[src/sar_adc_defines.svh]
// register offsets, field positions, reset values and timing counts
`ifndef SAR_ADC_DEFINES_SVH
`define SAR_ADC_DEFINES_SVH
`define ADDR_STATUS_CONTROL 8'h00
`define ADDR_RESULT_HIGH    8'h04
`define ADDR_RESULT_LOW     8'h08
`define ADDR_CLOCK_CONFIG   8'h0C
`define SC_DONE_BIT         7
`define SC_IRQ_EN_BIT       6
`define SC_CONT_BIT         5
`define CHAN_OFF_CODE       5'h1F
`define SC_RESET            8'h1F
`define CK_RESET            8'h00
`define RESULT_MSB_START    10'h200
`define ROUND_HALF_LSB      11'h002
`define SAMPLE_SHORT_HALVES 7
`define SAMPLE_LONG_HALVES  47
`define SAMPLE_SHORT_TICKS  ((`SAMPLE_SHORT_HALVES + 1) / 2)
`define SAMPLE_LONG_TICKS   ((`SAMPLE_LONG_HALVES + 1) / 2)
`endif

[src/sar_adc_pkg.sv]
// types shared by the converter control block
package sar_adc_pkg;
    typedef enum logic [2:0] {
        ST_IDLE    = 3'b001,
        ST_SAMPLE  = 3'b010,
        ST_CONVERT = 3'b100
    } conv_state_t;

    typedef enum logic [1:0] {
        MODE_8BIT  = 2'b00,
        MODE_10BIT = 2'b01,
        MODE_RSVD  = 2'b10,
        MODE_10HW  = 2'b11
    } result_mode_t;

    // clock configuration register layout
    typedef struct packed {
        logic         low_power_config;
        logic [1:0]   clock_divide_field;
        logic         input_clock_select;
        result_mode_t mode;
        logic         long_sample_select;
        logic         async_clock_enable;
    } clock_config_t;

    // writable part of the status/control register
    typedef struct packed {
        logic       conversion_irq_enable;
        logic       continuous_select;
        logic [4:0] channel_select;
    } status_control_t;
endpackage

[src/sar_adc_control.sv]
// apb register file and conversion sequencer for a 10-bit sar converter
//
// Chosen here: the APB interface to the registers and the placing of the registers.
`timescale 1ns/10ps
`include "sar_adc_defines.svh"
// Summary of operation
// RL1 - control write aborts and restarts unless channel off
// RL2 - done flag sets at end, clears on writes/reads
// RL3 - enabled interrupt at end, cleared by access
// RL4 - continuous mode runs back to back until stopped
// RL5 - stop without async clock halts until control write
// RL6 - continuous control write aborts, starts continuous run
// RL7 - single mode does one conversion per write
// RL8 - five-bit channel code selects inputs and references
// RL9 - all-ones channel powers off, no extra conversion
// RL10 - unused channel codes give undefined results
// RL11 - converter powers down after each single-mode conversion; the block stays powered between continuous conversions
// RL12 - 10-bit high read locks results until low read
// RL13 - 8-bit mode has no result interlock
// RL14 - high register holds only msbs, rest zero
// RL15 - divider field divides input clock by 1,2,4,8
// RL16 - select bit picks bus or alternate clock
// RL17 - mode field picks 8/10-bit; reset gives 8-bit
// RL18 - result rounded to selected width
// RL19 - long sample 23.5 cycles, short 3.5 cycles; code samples 24 and 4 whole ticks
// RL20 - async clock runs only during conversions, survives stop
// RL21 - async clock speed range depends on low power
// RL22 - bus clock fast enough for precise continuous sampling
// RL23 - done flag sets regardless of interrupt enable
// RL24 - stop aborts; results keep last completed value
module sar_adc_control (
    input  wire logic        clk,
    input  wire logic        sys_rst,
    input  wire logic        psel,
    input  wire logic        penable,
    input  wire logic        pwrite,
    input  wire logic [7:0]  paddr,
    input  wire logic [31:0] pwdata,
    output logic      [31:0] prdata_r,
    output logic             pready_r,
    output logic             pslverr_r,
    input  wire logic        alt_clk_tick,
    input  wire logic        async_clk_tick,
    input  wire logic        stop_mode,
    input  wire logic        cmp_in,
    output logic             async_clk_req_r,
    output logic             low_power_config_r,
    output logic             sar_power_r,
    output logic             sar_sample_r,
    output logic      [4:0]  sar_channel_r,
    output logic      [9:0]  sar_trial_r,
    output logic             irq_r
);
    sar_adc_pkg::conv_state_t     st_r;        // sequencer state
    sar_adc_pkg::conv_state_t     st_nxt;
    sar_adc_pkg::status_control_t sc_r;        // software control fields
    sar_adc_pkg::clock_config_t   ck_r;        // clock / mode config
    logic       done_r;                        // conversion done flag
    logic       lock_r;                        // result interlock
    logic [9:0] res_r;                         // latched result
    logic [2:0] div_cnt_r;                     // converter clock divider
    logic [4:0] samp_cnt_r;                    // sample phase counter
    logic [3:0] bit_r;                         // bit under trial
    logic       conv_tick;                     // one converter clock
    logic       src_tick;                      // selected input clock
    logic [2:0] div_mask;
    logic       xfer;                          // apb access completes
    logic       wr_sc;
    logic       wr_ck;
    logic       rd_hi;
    logic       rd_lo;
    logic       start_req;                     // valid control write
    logic       abort;                         // kill running conversion
    logic       stop_abort;                    // stop without async clock
    logic       complete;                      // last bit decided
    logic [9:0] final_code;
    logic [10:0] round_sum;
    logic [7:0] round8;
    logic       mode8;
    logic       addr_ok;
    logic [4:0] samp_len;

    // apb decode; a request completes on the first access cycle
    assign xfer     = psel && penable && pready_r;
    assign addr_ok  = (paddr == `ADDR_STATUS_CONTROL) ||
                      (paddr == `ADDR_RESULT_HIGH) ||
                      (paddr == `ADDR_RESULT_LOW) ||
                      (paddr == `ADDR_CLOCK_CONFIG);
    assign wr_sc    = xfer && pwrite && paddr == `ADDR_STATUS_CONTROL;
    assign wr_ck    = xfer && pwrite && paddr == `ADDR_CLOCK_CONFIG;
    assign rd_hi    = xfer && !pwrite && paddr == `ADDR_RESULT_HIGH;
    assign rd_lo    = xfer && !pwrite && paddr == `ADDR_RESULT_LOW;
    assign mode8    = ck_r.mode == sar_adc_pkg::MODE_8BIT;

    // an all-ones channel only powers down, it never starts
    assign start_req  = wr_sc && pwdata[4:0] != `CHAN_OFF_CODE; // RL1
    assign stop_abort = stop_mode && !ck_r.async_clock_enable;  // RL20
    assign abort      = wr_sc || wr_ck || stop_abort;           // RL4

    // input clock pick: async source wins, else bus or alternate
    always_comb begin
        if (ck_r.async_clock_enable) begin
            src_tick = async_clk_tick;                          // RL20
        end else if (ck_r.input_clock_select) begin
            src_tick = 1'b1;                                    // RL16
        end else begin
            src_tick = alt_clk_tick;                            // RL16
        end
    end

    // divide by 1, 2, 4 or 8 as a power-of-two mask
    assign div_mask  = 3'((4'h1 << ck_r.clock_divide_field) - 4'h1); // RL15
    assign conv_tick = src_tick && ((div_cnt_r & div_mask) == div_mask);

    // sample length in whole converter ticks; half tick rounded up
    assign samp_len = ck_r.long_sample_select ?
                      5'(`SAMPLE_LONG_TICKS) : 5'(`SAMPLE_SHORT_TICKS); // RL19

    // successive approximation: keep bit if comparator says input >= trial
    assign complete   = st_r == sar_adc_pkg::ST_CONVERT && conv_tick &&
                        bit_r == 4'h0 && !abort;
    assign final_code = cmp_in ? sar_trial_r : (sar_trial_r & 10'h3FE);

    // 8-bit result rounds to nearest code and saturates at full scale
    assign round_sum = {1'b0, final_code} + `ROUND_HALF_LSB;      // RL18
    assign round8    = round_sum[10] ? 8'hFF : round_sum[9:2];    // RL18

    // next-state for the sequencer
    always_comb begin
        st_nxt = st_r;
        case (st_r)
            sar_adc_pkg::ST_IDLE: begin
                if (start_req && !stop_abort) begin
                    st_nxt = sar_adc_pkg::ST_SAMPLE;            // RL7
                end
            end
            sar_adc_pkg::ST_SAMPLE: begin
                if (conv_tick && samp_cnt_r == samp_len - 5'h01) begin
                    st_nxt = sar_adc_pkg::ST_CONVERT;
                end
            end
            sar_adc_pkg::ST_CONVERT: begin
                if (complete) begin
                    // powers down after a conversion unless continuous
                    st_nxt = sc_r.continuous_select ?
                             sar_adc_pkg::ST_SAMPLE :
                             sar_adc_pkg::ST_IDLE;              // RL4 RL11
                end
            end
            default: st_nxt = sar_adc_pkg::ST_IDLE;
        endcase
        // any abort restarts from a fresh sample or goes quiet
        if (abort) begin
            st_nxt = (start_req && !stop_abort) ?
                     sar_adc_pkg::ST_SAMPLE :
                     sar_adc_pkg::ST_IDLE;   // RL1 RL6 RL9 RL24
        end
    end

    // sequencer state register
    always_ff @(posedge clk) begin
        if (sys_rst) begin
            st_r <= sar_adc_pkg::ST_IDLE;
        end else begin
            st_r <= st_nxt;                                     // RL5
        end
    end

    // divider only free-runs while converting, so phase starts clean
    always_ff @(posedge clk) begin
        if (sys_rst || st_nxt == sar_adc_pkg::ST_IDLE || abort) begin
            div_cnt_r <= 3'h0;
        end else if (src_tick) begin
            div_cnt_r <= div_cnt_r + 3'h1;
        end
    end

    // sample counter, restarted on entry and on any abort, so a control
    // write landing mid-sample gets a full fresh sample phase
    always_ff @(posedge clk) begin
        if (sys_rst || st_r != sar_adc_pkg::ST_SAMPLE || abort) begin
            samp_cnt_r <= 5'h00;
        end else if (conv_tick) begin
            samp_cnt_r <= samp_cnt_r + 5'h01;
        end
    end

    // trial code and bit pointer for the approximation
    always_ff @(posedge clk) begin
        if (sys_rst) begin
            sar_trial_r <= 10'h000;
            bit_r       <= 4'h9;
        end else if (st_nxt == sar_adc_pkg::ST_SAMPLE) begin
            sar_trial_r <= `RESULT_MSB_START;
            bit_r       <= 4'h9;
        end else if (st_r == sar_adc_pkg::ST_CONVERT && conv_tick &&
                     bit_r != 4'h0) begin
            // decide current bit, then try the next lower one
            sar_trial_r <= (cmp_in ? sar_trial_r :
                            (sar_trial_r & ~(10'h001 << bit_r))) |
                           (10'h001 << (bit_r - 4'h1));
            bit_r       <= bit_r - 4'h1;
        end
    end

    // analog side controls; power follows the sequencer
    always_ff @(posedge clk) begin
        if (sys_rst) begin
            sar_power_r        <= 1'b0;
            sar_sample_r       <= 1'b0;
            async_clk_req_r    <= 1'b0;
            low_power_config_r <= 1'b0;
        end else begin
            sar_power_r        <= st_nxt != sar_adc_pkg::ST_IDLE;   // RL9 RL11
            sar_sample_r       <= st_nxt == sar_adc_pkg::ST_SAMPLE;
            async_clk_req_r    <= ck_r.async_clock_enable &&
                                  st_nxt != sar_adc_pkg::ST_IDLE;  // RL20
            // selects the slower async clock range on the analog side
            low_power_config_r <= ck_r.low_power_config;          // RL21
        end
    end

    // channel goes to the input mux; unused codes give whatever comes
    assign sar_channel_r = sc_r.channel_select;                   // RL8 RL10

    // status/control fields; reset leaves channel off
    always_ff @(posedge clk) begin
        if (sys_rst) begin
            sc_r <= sar_adc_pkg::status_control_t'(7'(`SC_RESET));
        end else if (wr_sc) begin
            sc_r <= sar_adc_pkg::status_control_t'(pwdata[6:0]);
        end
    end

    // clock config register; reset value gives 8-bit mode
    always_ff @(posedge clk) begin
        if (sys_rst) begin
            ck_r <= sar_adc_pkg::clock_config_t'(`CK_RESET);      // RL17
        end else if (wr_ck) begin
            ck_r <= sar_adc_pkg::clock_config_t'(pwdata[7:0]);    // RL17
        end
    end

    // done flag; a finishing conversion beats a same-cycle clear
    always_ff @(posedge clk) begin
        if (sys_rst) begin
            done_r <= 1'b0;
        end else if (complete) begin
            done_r <= 1'b1;                                       // RL2 RL23
        end else if (wr_sc || rd_lo) begin
            done_r <= 1'b0;                                       // RL2
        end
    end

    // interrupt line, set wins over clear
    always_ff @(posedge clk) begin
        if (sys_rst) begin
            irq_r <= 1'b0;
        end else if (complete && sc_r.conversion_irq_enable) begin
            irq_r <= 1'b1;                                        // RL3
        end else if (wr_sc || rd_hi || rd_lo) begin
            irq_r <= 1'b0;                                        // RL3
        end
    end

    // interlock in every mode except 8-bit; low read releases it
    always_ff @(posedge clk) begin
        if (sys_rst || mode8) begin
            lock_r <= 1'b0;                                       // RL13
        end else if (rd_hi) begin
            lock_r <= 1'b1;                                       // RL12
        end else if (rd_lo) begin
            lock_r <= 1'b0;                                       // RL12
        end
    end

    // result latch; a result finished while locked is dropped
    always_ff @(posedge clk) begin
        if (sys_rst) begin
            res_r <= 10'h000;
        end else if (complete && !lock_r) begin
            res_r <= mode8 ? {2'b00, round8} : final_code;        // RL12 RL18
        end
    end

    // apb answer: ready in the first access cycle, data set up early
    always_ff @(posedge clk) begin
        if (sys_rst) begin
            pready_r  <= 1'b0;
            pslverr_r <= 1'b0;
            prdata_r  <= 32'h0000_0000;
        end else begin
            pready_r  <= psel && !penable;
            pslverr_r <= psel && !penable && !addr_ok;
            prdata_r  <= 32'h0000_0000;
            if (psel && !penable && !pwrite) begin
                case (paddr)
                    `ADDR_STATUS_CONTROL:
                        prdata_r[7:0] <= {done_r, sc_r};
                    `ADDR_RESULT_HIGH:
                        // only msbs in every mode except 8-bit, zero in 8-bit mode
                        prdata_r[1:0] <= mode8 ? 2'b00 : res_r[9:8]; // RL14
                    `ADDR_RESULT_LOW:
                        prdata_r[7:0] <= res_r[7:0];
                    `ADDR_CLOCK_CONFIG:
                        prdata_r[7:0] <= ck_r;
                    default:
                        prdata_r <= 32'h0000_0000;
                endcase
            end
        end
    end
endmodule

[config.mk]
export PLATFORM = sky130hd
export DESIGN_NAME = sar_adc_control
export DESIGN_NICKNAME = d
export VERILOG_FILES = /design/src/sar_adc_pkg.sv /design/src/sar_adc_control.sv
export VERILOG_INCLUDE_DIRS = /design/src
export SDC_FILE = /design/constraint.sdc
export NUM_CORES = 1
export LEC_CHECK = 0
export BUFFER_PORTS_ARGS = -buffer_cell sky130_fd_sc_hd__buf_2
export CAP_MARGIN = 10
export CORE_MARGIN = 4
export CORE_UTILIZATION = 57
export DETAILED_ROUTE_END_ITERATION = 6
export PLACE_DENSITY_LB_ADDON = 0.25
export SLEW_MARGIN = 20
export SYNTH_ARGS = -nofsm -noshare
export SYNTH_HDL_FRONTEND = slang
export SYNTH_SLANG_ARGS = --single-unit
[constraint.sdc]
create_clock -name clk -period 5.55 [get_ports clk]
set_input_delay 1.11 -clock clk [delete_from_list [all_inputs] [get_ports clk]]
set_output_delay 1.11 -clock clk [all_outputs]
set_load 0.05 [all_outputs]
Word level (Yosys, flattened, before mapping). Cells that the tools add are included.

Add/sub/neg operators: 6. Multipliers: 0. Div/mod/pow operators: 0. $lt $le $gt $ge: 0. Equal/unequal tests: 13. Shifts and indexed selects: 3. Mux-type cells: 25. Bitwise operators: 5. Reduce and logical (&&, ||, !) cells: 53.

Operators with widths (count): 10-bit 2-to-1 mux (4); 1-bit logical AND (23); 1-bit by 4-bit << shifter with 10-bit output (first input constant) (2); 6-bit one-hot mux with 3 select lines (1); 8-bit by 4-bit equality test with 1-bit output (second input constant) (2); 1-bit logical OR (13); 3-bit 2-to-1 mux (4); 10-bit by 2-bit adder with 11-bit output (second input constant) (1); 10-bit AND (1); 10-bit inverter (1); 10-bit bitwise OR (1); 1-bit 2-to-1 mux (9); 3-bit one-hot mux with 3 select lines (1); 8-bit by 3-bit equality test with 1-bit output (second input constant) (1); 8-bit zero test (1); 8-bit 2-to-1 mux (1); 2-bit one-hot mux with 4 select lines (1); 2-bit nonzero test (4); 1-bit zero test (7); 3-bit by 1-bit equality test with 1-bit output (second input constant) (2); 3-bit by 2-bit equality test with 1-bit output (second input constant) (2); 2-bit 2-to-1 mux (3); 5-bit by 1-bit adder with 5-bit output (second input constant) (1); 5-bit equality test (1); other kinds (17) (18).

Register bits: 91. Bits in latches: 0. RAM bits: 0. ROM bits: 0. Input port bits: 49. Output and inout bits: 54. Word-level logic and storage cells: 132. Memories kept: 0.

Logic depth before layout (Yosys ltp). Gate-level depths: netlist (run 1).

Word-level depth: 14. Gate-level depth with buffers: 9. Gate-level depth less buffers: 7.

Least setup slack after synthesis (run 1). OpenSTA, ideal clock, no wires.

Path type: input -> register. Start point: input port paddr[1]. End point: register st_r[0]. Setup time: 0.135 ns. Arrival time: 2.947 ns. Required time: 5.415 ns. Slack: 2.468 ns. Stages on the path: 6. Buffers on the path: 1. Path through: or4_1 -> buf_2 -> nor4_4 -> a21oi_2 -> a31o_4 -> or4_4.

Word-level cells in the longest chain between the ends: 9. Elaborated cells between the ends (all ways): 15. Classes of those cells: eq/ne: 1; mux: 5; reduce/logical: 9.

Ends and longest elaborated chain: start: declaration (RTL line sar_adc_control.sv:37) `input wire logic [7:0] paddr,`; 8-bit by 4-bit equality test with 1-bit output or 8-bit zero test (tied branches); 1-bit logical AND (no source line); 1-bit logical OR (2 in a row) (RTL line sar_adc_control.sv:98) `assign abort = wr_sc || wr_ck || stop_abort;`; 1-bit zero test (RTL line sar_adc_control.sv:121) `bit_r == 4'h0 && !abort;`; 1-bit logical AND (RTL line sar_adc_control.sv:121); 3-bit 2-to-1 mux (RTL line sar_adc_control.sv:143) `if (complete) begin`; 3-bit one-hot mux with 3 select lines (RTL line sar_adc_control.sv:131) `case (st_r)`; 3-bit 2-to-1 mux * (RTL line sar_adc_control.sv:153) `if (abort) begin`; end signal: assignment (RTL line sar_adc_control.sv:163) `st_r <= sar_adc_pkg::ST_IDLE;`; end signal: assignment (RTL line sar_adc_control.sv:165) `st_r <= st_nxt;`; end: declaration (RTL line sar_adc_control.sv:54) `sar_adc_pkg::conv_state_t st_r;`.

Mark *: on every way between the ends. The rest lies on a longest branch, timed or not. A chain may end at the register's enable or synchronous reset.

Worst setup path in the final report (run 1).
Start point: input port paddr[1]. End point: register bit_r[1].

Word-level cells in the longest chain between the ends: 11. Elaborated cells between the ends (all ways): 17. Classes of those cells: eq/ne: 2; mux: 5; reduce/logical: 10.

Ends and longest elaborated chain: 8-bit by 4-bit equality test with 1-bit output or 8-bit zero test (tied branches); 1-bit logical AND (no source line); 1-bit logical OR (2 in a row) (RTL line sar_adc_control.sv:98); 1-bit zero test (RTL line sar_adc_control.sv:121); 1-bit logical AND (RTL line sar_adc_control.sv:121); 3-bit 2-to-1 mux (RTL line sar_adc_control.sv:143); 3-bit one-hot mux with 3 select lines (RTL line sar_adc_control.sv:131); 3-bit 2-to-1 mux * (RTL line sar_adc_control.sv:153); 3-bit by 2-bit equality test with 1-bit output * (RTL line sar_adc_control.sv:193) `end else if (st_nxt == sar_adc_pkg::ST_SAMPLE) begin`; 2-bit OR reduction (no source line) *; end signal: assignment (RTL line sar_adc_control.sv:202) `bit_r <= bit_r - 4'h1;`; end: declaration (RTL line sar_adc_control.sv:63) `logic [3:0] bit_r;`.

Marks and branches as above.

==> summary.log, run 1 <==
INFO  clock_network  cts.path.max_buffers=2
INFO  setup_path     count_of_buffer_and_inverter_cells_on_the_critical_path=1
INFO  sta            worst_slew_pin_slew=0.812ns
INFO  place          hpwl=6590microns
INFO  sta            grt_setup_unrepaired=false
INFO  clock_network  post_cts_resized=0
INFO  die            core_area=6390squm
INFO  detailed_routing drtPass1Iterations=5
INFO  final_layout   antenna_cells=0
INFO  die            chipHeight=89.2microns
INFO  sta            final.min_clock_period=3.27ns
INFO  setup_path     critPathSlowestCell=sky130_fd_sc_hd__or4_1
INFO  detailed_routing ratio_of_routed_vias_to_standard_cells=6.10
INFO  grt            number_of_antenna_violations_at_the_first_check_in_global_routing=0
INFO  setup_path     critical-path-top-delay-family=simple AND/OR/NAND/NOR gates
INFO  die            dieArea=7950squm
INFO  setup_path     end_kind=register
INFO  die            initial_utilization=0.588
INFO  pwr            fin_total_pwr=965uW
INFO  final_layout   register_area=1340squm
INFO  final_layout   layout-drive-gt1-share=0.193
INFO  die            die_x=89.2microns
INFO  clock_network  cts-root-buf=sky130_fd_sc_hd__clkbuf_8
INFO  min_path       min_path_type=reg2reg
INFO  sta            final-setup-viol-count=0
INFO  grt            global_route.usage.total=0.237
INFO  pwr            max-vdd-ir-drop=0.000374V
INFO  yosys          synth_sequential_area_ratio=0.357
INFO  setup_path     crit_type=in2reg
INFO  final_layout   areaGrowthSynthToFinish=8.26%
INFO  clock_network  h-tree-depth=3
INFO  sta            report.final.hold_viol_count=0
INFO  grt            grt_pass1_wl=14,800microns
INFO  grt            grt.overflow.total=0
INFO  grt            grt_max_degree=44
INFO  final_layout   nNetsFinal=535
INFO  clock_network  clkSlewWorstSetupHoldPaths=0.07ns
INFO  sta            hold_slack=0.463ns
INFO  sta            slew_headroom=0.459
INFO  final_layout   multi_input_comb_area=2130squm
INFO  sta            maxSlewViolCount=0
INFO  setup_path     cp.arrival=3.45ns
INFO  yosys          async_reset_ff_frac=0
INFO  setup_path     crit_path_frequent_cell=sky130_fd_sc_hd__or4_1
INFO  yosys          syn-cell-area=3760squm
INFO  yosys          synth_edf_count=0
INFO  yosys          synth_area_leader_cell=sky130_fd_sc_hd__dfxtp_1
INFO  setup_path     critPathMaxFanout=11
INFO  detailed_routing antenna_left=0
INFO  pwr            combPwrFrac=0.085
INFO  yosys          synth.top_cell.area_share=0.357
INFO  die            pin_count=103
INFO  yosys          syn-instance-count=447
INFO  pwr            switching_fraction_of_total_power=0.273
INFO  place          globalplace.congestion=0.842
INFO  clock_network  cts.hold.buffers_added=0
INFO  grt            via_count_of_the_first_global_routing_pass=3,131
INFO  detailed_routing route.detailed.wl_per_inst=16.5microns
INFO  pwr            p_leak=0.00154uW
INFO  sta            maxClockFrequency=0.306GHz
INFO  detailed_routing drt_iter0_drc=313
INFO  clock_network  post-cts-setup-buffers=0
INFO  sta            fin_setup_tns=0ns
INFO  setup_path     critPathLaunchType=primary input
INFO  pwr            power_report.internal_total=701uW
INFO  yosys          ys.warnings.count=0
INFO  run_status     run_status=completed
INFO  final_layout   num-fill-cells=559
INFO  flow_run       drv_cap=0
INFO  clock_network  cts-buffers-inserted=9
INFO  die            placement_rows=29
INFO  yosys          ys_types=62
INFO  place          port-buffer-count=54
INFO  setup_path     critical_path.max_stage_delay=0.72ns
INFO  detailed_routing num_vias=3,417
INFO  clock_network  insertion_delay=0.35ns
INFO  detailed_routing post_route_drc_violation_count=0
INFO  setup_path     timing.critical_path.required=5.74ns
INFO  yosys          synthesis.area_per_instance=8.40squm
INFO  sta            fin_crit_sh=0.589
INFO  yosys          synth.area.top_cells=sky130_fd_sc_hd__dfxtp_1 36%, sky130_fd_sc_hd__buf_4 6.2%, sky130_fd_sc_hd__nor2_1 4.0%, sky130_fd_sc_hd__nand2_1 3.8%, sky130_fd_sc_hd__a21oi_1 3.5%
INFO  pwr            power.share.clock=0.416
INFO  detailed_routing wl=9220microns
INFO  pwr            seqPwrFrac=0.499
INFO  yosys          ys.flop_type=sky130_fd_sc_hd__dfxtp_1
INFO  pwr            powerDensity=237nW/um^2
INFO  clock_network  clkSinkCount=67
INFO  clock_network  cts_tree=done
INFO  yosys          synth_seq_cells=67
INFO  setup_path     critical_path.cell_chain=buf_2 -> or4_1 -> or4_1 -> o32a_1 -> a21oi_2 -> a2111oi_0
INFO  sta            final.setup_skew=0.0103ns
INFO  pwr            power.switching=264uW
==> cell families (layout without fill, tap and decap cells) <==
| family | after synthesis | after routing | share of synthesized area |
|---|---|---|---|
| and+or+nand+nor | 172 | 172 | 0.245 |
| AOI/OAI and AO/OA | 104 | 104 | 0.197 |
| DFF | 67 | 67 | 0.357 |
| buffers and inverters | 66 | 79 | 0.0983 |
| muxes | 18 | 18 | 0.0500 |
| xor gates and xnor gates | 11 | 11 | 0.0256 |
| adders and majority gates | 8 | 8 | 0.0266 |
| other | 1 | 24 | 0.000998 |
==> layout by cell type, fill, tap and decap left out, types with 9 or more instances in the layout <==
cell | netlist | routed
sky130_fd_sc_hd__nand2_1 | 38 | 38
sky130_fd_sc_hd__inv_1 | 9 | 9
sky130_fd_sc_hd__conb_1 | 1 | 24
sky130_fd_sc_hd__nand3_1 | 18 | 18
sky130_fd_sc_hd__dfxtp_1 | 67 | 67
sky130_fd_sc_hd__o21ai_0 | 20 | 20
sky130_fd_sc_hd__buf_2 | 3 | 54
sky130_fd_sc_hd__mux2i_1 | 12 | 12
sky130_fd_sc_hd__a21oi_1 | 26 | 26
sky130_fd_sc_hd__a211oi_1 | 9 | 9
sky130_fd_sc_hd__nor2_1 | 40 | 40
sky130_fd_sc_hd__nor3_1 | 10 | 10
sky130_fd_sc_hd__clkbuf_8 | 0 | 9
==> cell type report <==
class                           instances  area share
Tap cell                               77      0.0237
Multi-Input combinational cell        337       0.524
Inverter                                9     0.00831
Timing Repair Buffer                   54      0.0665
Sequential cell                        67       0.330
Clock buffer                            9      0.0305
Clock inverter                          7      0.0169
==> power by group through the flow <==
stage | clock [uW] | combinational, uW | sequential [uW]
3_3_place_gp | 0 | 80.7 | 492
3_5_place_dp | 0 | 81.1 | 492
6_report | 402 | 82.2 | 481
5_1_grt | 427 | 87.4 | 481
2_1_floorplan | 0 | 76.6 | 495
4_1_cts | 404 | 81.2 | 481
==> sequential cells by signal, summed over array words and instances (netlist names), 2 cells and up <==
signal,flops
sc_r,2
st_r,3
res_r,10
prdata_r,8
samp_cnt_r,5
sar_trial_r,10
bit_r,4
div_cnt_r,3
sar_channel_r,5
ck_r,8
==> layer usage <==
| metal | share of wire | vias to the layer above | GRT usage | routed length [microns] |
|---|---|---|---|---|
| met2 | 0.49 | 138 | 0.392 | 4500 |
| met5 | 0 | - | 0 | 0 |
| met3 | 0.075 | 8 | 0.0599 | 688 |
| met1 | 0.43 | 1637 | 0.315 | 3950 |
| met4 | 0.0081 | 0 | 0.0514 | 75 |
| li1 | - | 1634 | - | - |
==> stage by stage <==
stage	utilization	worst slack (ns)	instance area, sq um	instances
after floorplan	-	2.47	3840	470
after global placement	0.607	1.98	3870	544
after detailed placement	0.607	1.94	3870	544
after CTS	0.637	2.30	4070	560
after global routing	0.637	2.20	4070	560
final	0.637	2.28	4070	560
==> cells in the mapped netlist, types with 5 or more instances <==
cell	instances
sky130_fd_sc_hd__or3_1	7
sky130_fd_sc_hd__mux2_2	6
sky130_fd_sc_hd__clkbuf_1	21
sky130_fd_sc_hd__nand4_1	8
sky130_fd_sc_hd__a22oi_1	8
sky130_fd_sc_hd__nor2_1	40
sky130_fd_sc_hd__nand2_1	38
sky130_fd_sc_hd__ha_1	8
sky130_fd_sc_hd__mux2i_1	12
sky130_fd_sc_hd__nand2b_1	7
sky130_fd_sc_hd__xnor2_1	7
sky130_fd_sc_hd__nor2b_1	6
sky130_fd_sc_hd__or2_2	5
sky130_fd_sc_hd__o41ai_1	6
sky130_fd_sc_hd__nand3_1	18
sky130_fd_sc_hd__a211oi_1	9
sky130_fd_sc_hd__or4_1	7
sky130_fd_sc_hd__a21oi_1	26
sky130_fd_sc_hd__buf_4	31
sky130_fd_sc_hd__inv_1	9
sky130_fd_sc_hd__nor3_1	10
sky130_fd_sc_hd__o21ai_0	20
sky130_fd_sc_hd__a31oi_1	6
sky130_fd_sc_hd__dfxtp_1	67
==> final timing paths <==
kind / start / cells past startpoint / slack [ns] / end
hold reg to reg: irq_r / 2 / 0.46 / irq_r
hold / removal: irq_r / 2 / 0.46 / irq_r
setup reg to reg: bit_r[0] / 7 / 2.71 / res_r[3]
setup / recovery: paddr[1] / 6 / 2.28 / bit_r[1]
==> worst reg2reg max path, delay by kind of cell (launching register included) <==
family,cells,cell delay (ns)
flops,1,0.38
fa+ha+maj,1,0.31
simple gates,4,1.81
compound gates,1,0.15
buf+inv,1,0.13
Power figures use the tool's default switching activity.
==> run 2: changes to the inputs <==
- CORE_UTILIZATION: 57 -> 53
- clock period: 5.55 -> 3.4 ns (I/O delays scaled with it)
==> run 2 against run 1 <==
  * Cell count grew 4.5%
  * Critical path depth up 1
  * Worst hold slack better by 0.0032 ns
  * Clock power is 73% higher
  * Non-clock buffer count increased by 6
  * Flip-flop and latch count unchanged
  * Die area increased by 6.9%
  * Critical path type is now reg2reg
==> summary.log, run 2 (synthesized netlist as in run 1, its figures left out) <==
INFO  sta            report.final.hold_viol_count=0 [unchanged]
INFO  die            core_area=6830squm [was 6390 sq um]
INFO  detailed_routing route.detailed.wl_per_inst=15.4microns [was 16.5 microns]
INFO  sta            final.setup_skew=0.0138ns [was 0.0103 ns]
INFO  final_layout   layout_commonest_cell=sky130_fd_sc_hd__dfxtp_1 [unchanged]
INFO  setup_path     ff2ff_setup_slack=0.59ns [was 2.71 ns]
INFO  clock_network  post-cts-setup-buffers=0 [unchanged]
INFO  setup_path     critPathLaunchType=register [was primary input]
INFO  die            dieArea=8500squm [was 7950 sq um]
INFO  sta            hold_slack=0.466ns [was 0.463 ns]
INFO  grt            via_count_of_the_first_global_routing_pass=3,001 [was 3,131]
INFO  pwr            max-vdd-ir-drop=0.000303V [was 0.000374 V]
INFO  final_layout   layout-drive-gt1-share=0.202 [was 0.193]
INFO  final_layout   largest_registers=res_r: 10 flops, sar_trial_r: 10 flops [unchanged]
INFO  final_layout   most_used_cells_in_the_layout_excluding_fill_and_tap_cells=67 x sky130_fd_sc_hd__dfxtp_1, 54 x sky130_fd_sc_hd__buf_2, 40 x sky130_fd_sc_hd__nor2_1 [unchanged]
INFO  pwr            p_leak=0.00158uW [was 0.00154 uW]
INFO  clock_network  post_cts_resized=0 [unchanged]
INFO  detailed_routing drt_iter0_drc=192 [was 313]
INFO  final_layout   areaGrowthSynthToFinish=10.5% [was 8.26%]
INFO  die            pin_count=103 [unchanged]
INFO  setup_path     crit_type=reg2reg [was in2reg]
INFO  clock_network  cts.hold.buffers_added=0 [unchanged]
INFO  grt            global_route.usage.total=0.214 [was 0.237]
INFO  sta            fin_crit_sh=0.827
INFO  final_layout   num-fill-cells=647 [was 559]
INFO  detailed_routing num_vias=3,332 [was 3,417]
INFO  sta            slew_headroom=0.559 [was 0.459]
INFO  run_status     run_status=completed [unchanged]
INFO  setup_path     crit_path_frequent_cell=sky130_fd_sc_hd__or4_1 [unchanged]
INFO  detailed_routing drtPass1Iterations=5 [unchanged]
INFO  setup_path     critical_path.max_stage_delay=0.67ns [was 0.72 ns]
INFO  detailed_routing ratio_of_routed_vias_to_standard_cells=5.70 [was 6.10]
INFO  setup_path     critical_path.cell_chain=inv_1 -> ha_1 -> nor3b_1 -> nand2_1 -> or4_1 -> or4_1 -> a21oi_1 [was buf_2 -> or4_1 -> or4_1 -> o32a_1 -> a21oi_2 -> a2111oi_0]
INFO  sta            maxSlewViolCount=0 [unchanged]
INFO  detailed_routing antenna_left=0 [unchanged]
INFO  die            initial_utilization=0.550 [was 0.588]
INFO  die            die_x=92.2microns [was 89.2 microns]
INFO  setup_path     critPathMaxFanout=17 [was 11]
INFO  clock_network  clkSlewWorstSetupHoldPaths=0.08ns [was 0.07 ns]
INFO  sta            grt_setup_unrepaired=false [unchanged]
INFO  min_path       min_path_type=reg2reg [unchanged]
INFO  setup_path     critPathSlowestCell=sky130_fd_sc_hd__or4_1 [unchanged]
INFO  clock_network  clkSinkCount=67 [unchanged]
INFO  final_layout   nNetsFinal=541 [was 535]
INFO  place          hpwl=6670microns [was 6590 microns]
INFO  grt            grt.overflow.total=0 [unchanged]
INFO  clock_network  cts_tree=done [unchanged]
INFO  grt            grt_max_degree=36 [was 44]
INFO  detailed_routing wl=9030microns [was 9220 microns]
INFO  clock_network  insertion_delay=0.36ns [was 0.35 ns]
INFO  final_layout   fin_util=0.608 [was 0.637]
INFO  place          globalplace.congestion=0.858 [was 0.842]
INFO  clock_network  h-tree-depth=3 [unchanged]
INFO  clock_network  cts-root-buf=sky130_fd_sc_hd__clkbuf_8 [unchanged]
INFO  grt            grt_pass1_wl=14,700microns [was 14,800 microns]
INFO  flow_run       drv_cap=0 [unchanged]
INFO  sta            fin_setup_tns=0ns [unchanged]
INFO  setup_path     end_kind=register [unchanged]
INFO  setup_path     timing.critical_path.required=3.69ns [was 5.74 ns]
INFO  pwr            powerDensity=390nW/um^2 [was 237 nW/um^2]
INFO  sta            final-setup-viol-count=0 [unchanged]
INFO  clock_network  cts-buffers-inserted=9 [unchanged]
INFO  sta            worst_slew_pin_slew=0.662ns [was 0.812 ns]
INFO  final_layout   antenna_cells=0 [unchanged]
INFO  place          port-buffer-count=54 [unchanged]
INFO  setup_path     cp.arrival=3.10ns [was 3.45 ns]
INFO  grt            number_of_antenna_violations_at_the_first_check_in_global_routing=0 [unchanged]
INFO  die            placement_rows=30 [was 29]
INFO  clock_network  cts.path.max_buffers=2 [unchanged]
INFO  detailed_routing post_route_drc_violation_count=0 [unchanged]
INFO  sta            final.min_clock_period=2.81ns
INFO  die            chipHeight=92.2microns [was 89.2 microns]
INFO  sta            maxClockFrequency=0.356GHz
==> run 2: cell count changes in the layout (fill, tap and decap cells not counted) <==
cell,change
sky130_fd_sc_hd__buf_4,+6
sky130_fd_sc_hd__clkinv_2,-3
sky130_fd_sc_hd__inv_6,+2
sky130_fd_sc_hd__clkinv_4,+1
sky130_fd_sc_hd__clkinvlp_4,-1
sky130_fd_sc_hd__inv_8,+1
==> run 2: final cells by class <==
cell class,count,area (sq um),share of cell area
timing repair buffer,60,315,0.0760
clock buffer,9,124,0.0298
multi-input combinational,337,2130,0.514
inverter,9,33.8,0.00814
sequential,67,1340,0.323
clock inverter,7,83.8,0.0202
tap,96,120,0.0289
==> run 2: power breakdown <==
group | leakage, uW | total, uW | internal, uW | switching (uW)
registers | 0.000540 | 785 | 785 | 0.479
logic | 0.000938 | 136 | 26.4 | 110
clock network | 0.000102 | 697 | 351 | 346
==> run 2: worst paths after layout <==
path             from       end  cells after the start
min reg2reg     irq_r     irq_r                      2
min             irq_r     irq_r                      2
max reg2reg  bit_r[0]  res_r[3]                      7
max          bit_r[0]  res_r[3]                      7
==> run 2: layer usage <==
layer	global-route usage	vias to the layer above	share of wire
met5	0	-	0
met4	0.0520	0	0.010
met3	0.0533	12	0.060
met2	0.355	99	0.48
met1	0.281	1574	0.45
li1	-	1647	-
==> run 2: critical path, delay by kind of cell (launching register included) <==
kind            cells  cell delay [ns]
buf+inv             1             0.13
fa+ha+maj           1             0.32
flops               1             0.38
compound gates      1             0.15
simple gates        4             1.77
==> run 2: per-stage QoR <==
| step | std cells | power, uW | setup slack (ns) | cell area [sq um] |
|---|---|---|---|---|
| 5_1_grt | 585 | 1670 | 0.342 | 4150 |
| 4_1_cts | 585 | 1630 | 0.636 | 4150 |
| 2_1_floorplan | 470 | 932 | 0.748 | 3840 |
| 6_report | 585 | 1620 | 0.589 | 4150 |
| 3_3_place_gp | 569 | 937 | 0.564 | 3940 |
| 3_5_place_dp | 569 | 938 | 0.545 | 3940 |
==> run 3: changes to the inputs <==
- clock period: 3.4 -> 2.7 ns (I/O delays scaled with it)
==> run 3 against run 2 <==
  * Combinational power grew 29%
  * Clock skew is 0.00082 ns higher
  * Setup slack got worse by 0.23 ns
  * Non-clock buffer count increased by 9
  * Clock power grew 29%
  * Fmax grew 20%
  * Count of clock-buffer cells in the layout unchanged
  * Worst hold slack got worse by 0.077 ns
  * First-iteration DRC count rose by 59%
  * Core utilization up 0.97 points
  * Total power is 27% higher
  * Sequential share of layout area is 0.51 points lower
  * Highest routed layer unchanged
==> summary.log, run 3 (synthesized netlist as in run 1, its figures left out) <==
INFO  detailed_routing antenna_left=0 [unchanged]
INFO  sta            fin_crit_sh=0.866 [was 0.827]
INFO  pwr            powerDensity=489nW/um^2 [was 390 nW/um^2]
INFO  final_layout   antenna_cells=0 [unchanged]
INFO  sta            final.min_clock_period=2.34ns [was 2.81 ns]
INFO  final_layout   fin_util=0.617 [was 0.608]
INFO  final_layout   layout-drive-gt1-share=0.217 [was 0.202]
INFO  detailed_routing drt_iter0_drc=306 [was 192]
INFO  final_layout   nNetsFinal=550 [was 541]
INFO  clock_network  cts.path.max_buffers=2 [unchanged]
INFO  die            initial_utilization=0.550 [unchanged]
INFO  clock_network  cts_tree=done [unchanged]
INFO  setup_path     cp.arrival=2.57ns [was 3.10 ns]
INFO  final_layout   largest_registers=res_r: 10 flops, sar_trial_r: 10 flops [unchanged]
INFO  setup_path     critPathLaunchType=register [unchanged]
INFO  clock_network  cts.hold.buffers_added=0 [unchanged]
INFO  sta            final-setup-viol-count=0 [unchanged]
INFO  grt            via_count_of_the_first_global_routing_pass=3,169 [was 3,001]
INFO  sta            worst_slew_pin_slew=0.685ns [was 0.662 ns]
INFO  place          hpwl=6930microns [was 6670 microns]
INFO  flow_run       drv_cap=0 [unchanged]
INFO  pwr            p_leak=0.00162uW [was 0.00158 uW]
INFO  final_layout   stdcell_area=4220squm [was 4150 sq um]
INFO  die            pin_count=103 [unchanged]
INFO  die            chipHeight=92.2microns [unchanged]
INFO  grt            number_of_antenna_violations_at_the_first_check_in_global_routing=0 [unchanged]
INFO  setup_path     end_kind=register [unchanged]
INFO  clock_network  clkSlewWorstSetupHoldPaths=0.08ns [about the same]
INFO  clock_network  post_cts_resized=0 [unchanged]
INFO  grt            grt.overflow.total=0 [unchanged]
INFO  run_status     run_status=completed [unchanged]
INFO  clock_network  cts-root-buf=sky130_fd_sc_hd__clkbuf_8 [unchanged]
INFO  setup_path     crit_type=reg2reg [unchanged]
INFO  clock_network  clkSinkCount=67 [unchanged]
INFO  pwr            max-vdd-ir-drop=0.000269V [was 0.000303 V]
INFO  final_layout   num-fill-cells=619 [was 647]
INFO  place          globalplace.congestion=0.829 [was 0.858]
INFO  grt            global_route.usage.total=0.224 [was 0.214]
INFO  sta            fin_setup_tns=0ns [unchanged]
INFO  place          dp.cells=578 [was 569]
INFO  final_layout   final_cell_count_no_fill=594 [was 585]
INFO  detailed_routing drtPass1Iterations=5 [unchanged]
INFO  grt            grt_max_degree=33 [was 36]
INFO  clock_network  insertion_delay=0.36ns [about the same]
INFO  detailed_routing num_vias=3,445 [was 3,332]
INFO  die            placement_rows=30 [unchanged]
INFO  detailed_routing post_route_drc_violation_count=0 [unchanged]
INFO  clock_network  h-tree-depth=3 [unchanged]
INFO  setup_path     critPathMaxFanout=7 [was 17]
INFO  die            core_area=6830squm [unchanged]
INFO  sta            slew_headroom=0.544 [was 0.559]
INFO  detailed_routing wl=9440microns [was 9030 microns]
INFO  sta            report.final.hold_viol_count=0 [unchanged]
INFO  sta            maxSlewViolCount=0 [unchanged]
INFO  sta            final.setup_skew=0.0146ns [was 0.0138 ns]
INFO  clock_network  post-cts-setup-buffers=0 [unchanged]
INFO  min_path       min_path_type=in2reg [was reg2reg]
INFO  final_layout   most_used_cells_in_the_layout_excluding_fill_and_tap_cells=67 x sky130_fd_sc_hd__dfxtp_1, 54 x sky130_fd_sc_hd__buf_2, 40 x sky130_fd_sc_hd__nor2_1 [unchanged]
INFO  die            dieArea=8500squm [unchanged]
INFO  detailed_routing ratio_of_routed_vias_to_standard_cells=5.80 [was 5.70]
INFO  final_layout   areaGrowthSynthToFinish=12.3% [was 10.5%]
INFO  final_layout   layout_commonest_cell=sky130_fd_sc_hd__dfxtp_1 [unchanged]
INFO  place          post_dp_cell_area=4010squm [was 3940 sq um]
INFO  detailed_routing route.detailed.wl_per_inst=15.9microns [was 15.4 microns]
INFO  sta            grt_setup_unrepaired=false [unchanged]
INFO  clock_network  cts-buffers-inserted=9 [unchanged]
INFO  setup_path     timing.critical_path.required=2.94ns [was 3.69 ns]
INFO  die            die_x=92.2microns [unchanged]
INFO  place          port-buffer-count=54 [unchanged]
INFO  sta            maxClockFrequency=0.428GHz [was 0.356 GHz]
INFO  grt            grt_pass1_wl=15,400microns [was 14,700 microns]
-- run 3: cell count changes in the layout (fill, tap and decap cells not counted) --
| cell | change |
|---|---|
| sky130_fd_sc_hd__buf_4 | +9 |
| sky130_fd_sc_hd__clkinv_4 | -2 |
| sky130_fd_sc_hd__clkinvlp_4 | +1 |
| sky130_fd_sc_hd__inv_6 | +1 |
-- run 3: cell type report --
cell class | instances | area [sq um] | share of cell area
multi-input cells | 337 | 2130 | 0.506
flip-flops and latches | 67 | 1340 | 0.318
repair buffers | 69 | 383 | 0.0908
clock buffers | 9 | 124 | 0.0294
well taps | 96 | 120 | 0.0285
clock inverters | 7 | 82.6 | 0.0196
inverters | 9 | 33.8 | 0.00801
-- run 3: worst max-delay path: stages (launching register included) --
cell and delay (ns):
sky130_fd_sc_hd__dfxtp_1 0.45, sky130_fd_sc_hd__inv_1 0.12, sky130_fd_sc_hd__ha_1 0.23, sky130_fd_sc_hd__buf_4 0.16, sky130_fd_sc_hd__or3b_2 0.19, sky130_fd_sc_hd__nand4_1 0.18
sky130_fd_sc_hd__or2_2 0.39, sky130_fd_sc_hd__o41ai_1 0.37, sky130_fd_sc_hd__a211oi_1 0.12
-- run 3: routing by layer --
metal	part of all wire	routed length [microns]	global-route usage	vias to the layer above
met5	0	0	0	-
met4	0.012	114	0.0730	0
met3	0.072	682	0.0599	15
met2	0.47	4470	0.352	134
met1	0.44	4170	0.298	1636
li1	-	-	-	1660
-- run 3: through the flow --
stage / hold slack, ns / power, uW / setup slack [ns]
2_1_floorplan: 0.445 / 1170 / 0.188
3_3_place_gp: 0.450 / 1180 / 0.156
3_5_place_dp: 0.455 / 1190 / 0.115
4_1_cts: 0.384 / 2060 / 0.366
5_1_grt: 0.391 / 2120 / 0.110
6_report: 0.389 / 2060 / 0.363
-- run 3: path summary, 6_finish.rpt --
check        depth (start not counted)     start  slack [ns]              to
max                                  8  bit_r[0]        0.36  sar_trial_r[3]
min                                  2   penable        0.39        pready_r
max reg2reg                          8  bit_r[0]        0.36  sar_trial_r[3]
min reg2reg                          2     irq_r        0.46           irq_r
-- run 3: power breakdown --
part,switching [uW],total [uW],internal [uW]
Clock,457,899,442
Combinational,140,176,36.1
Sequential,0.483,989,988
Total,597,2060,1470
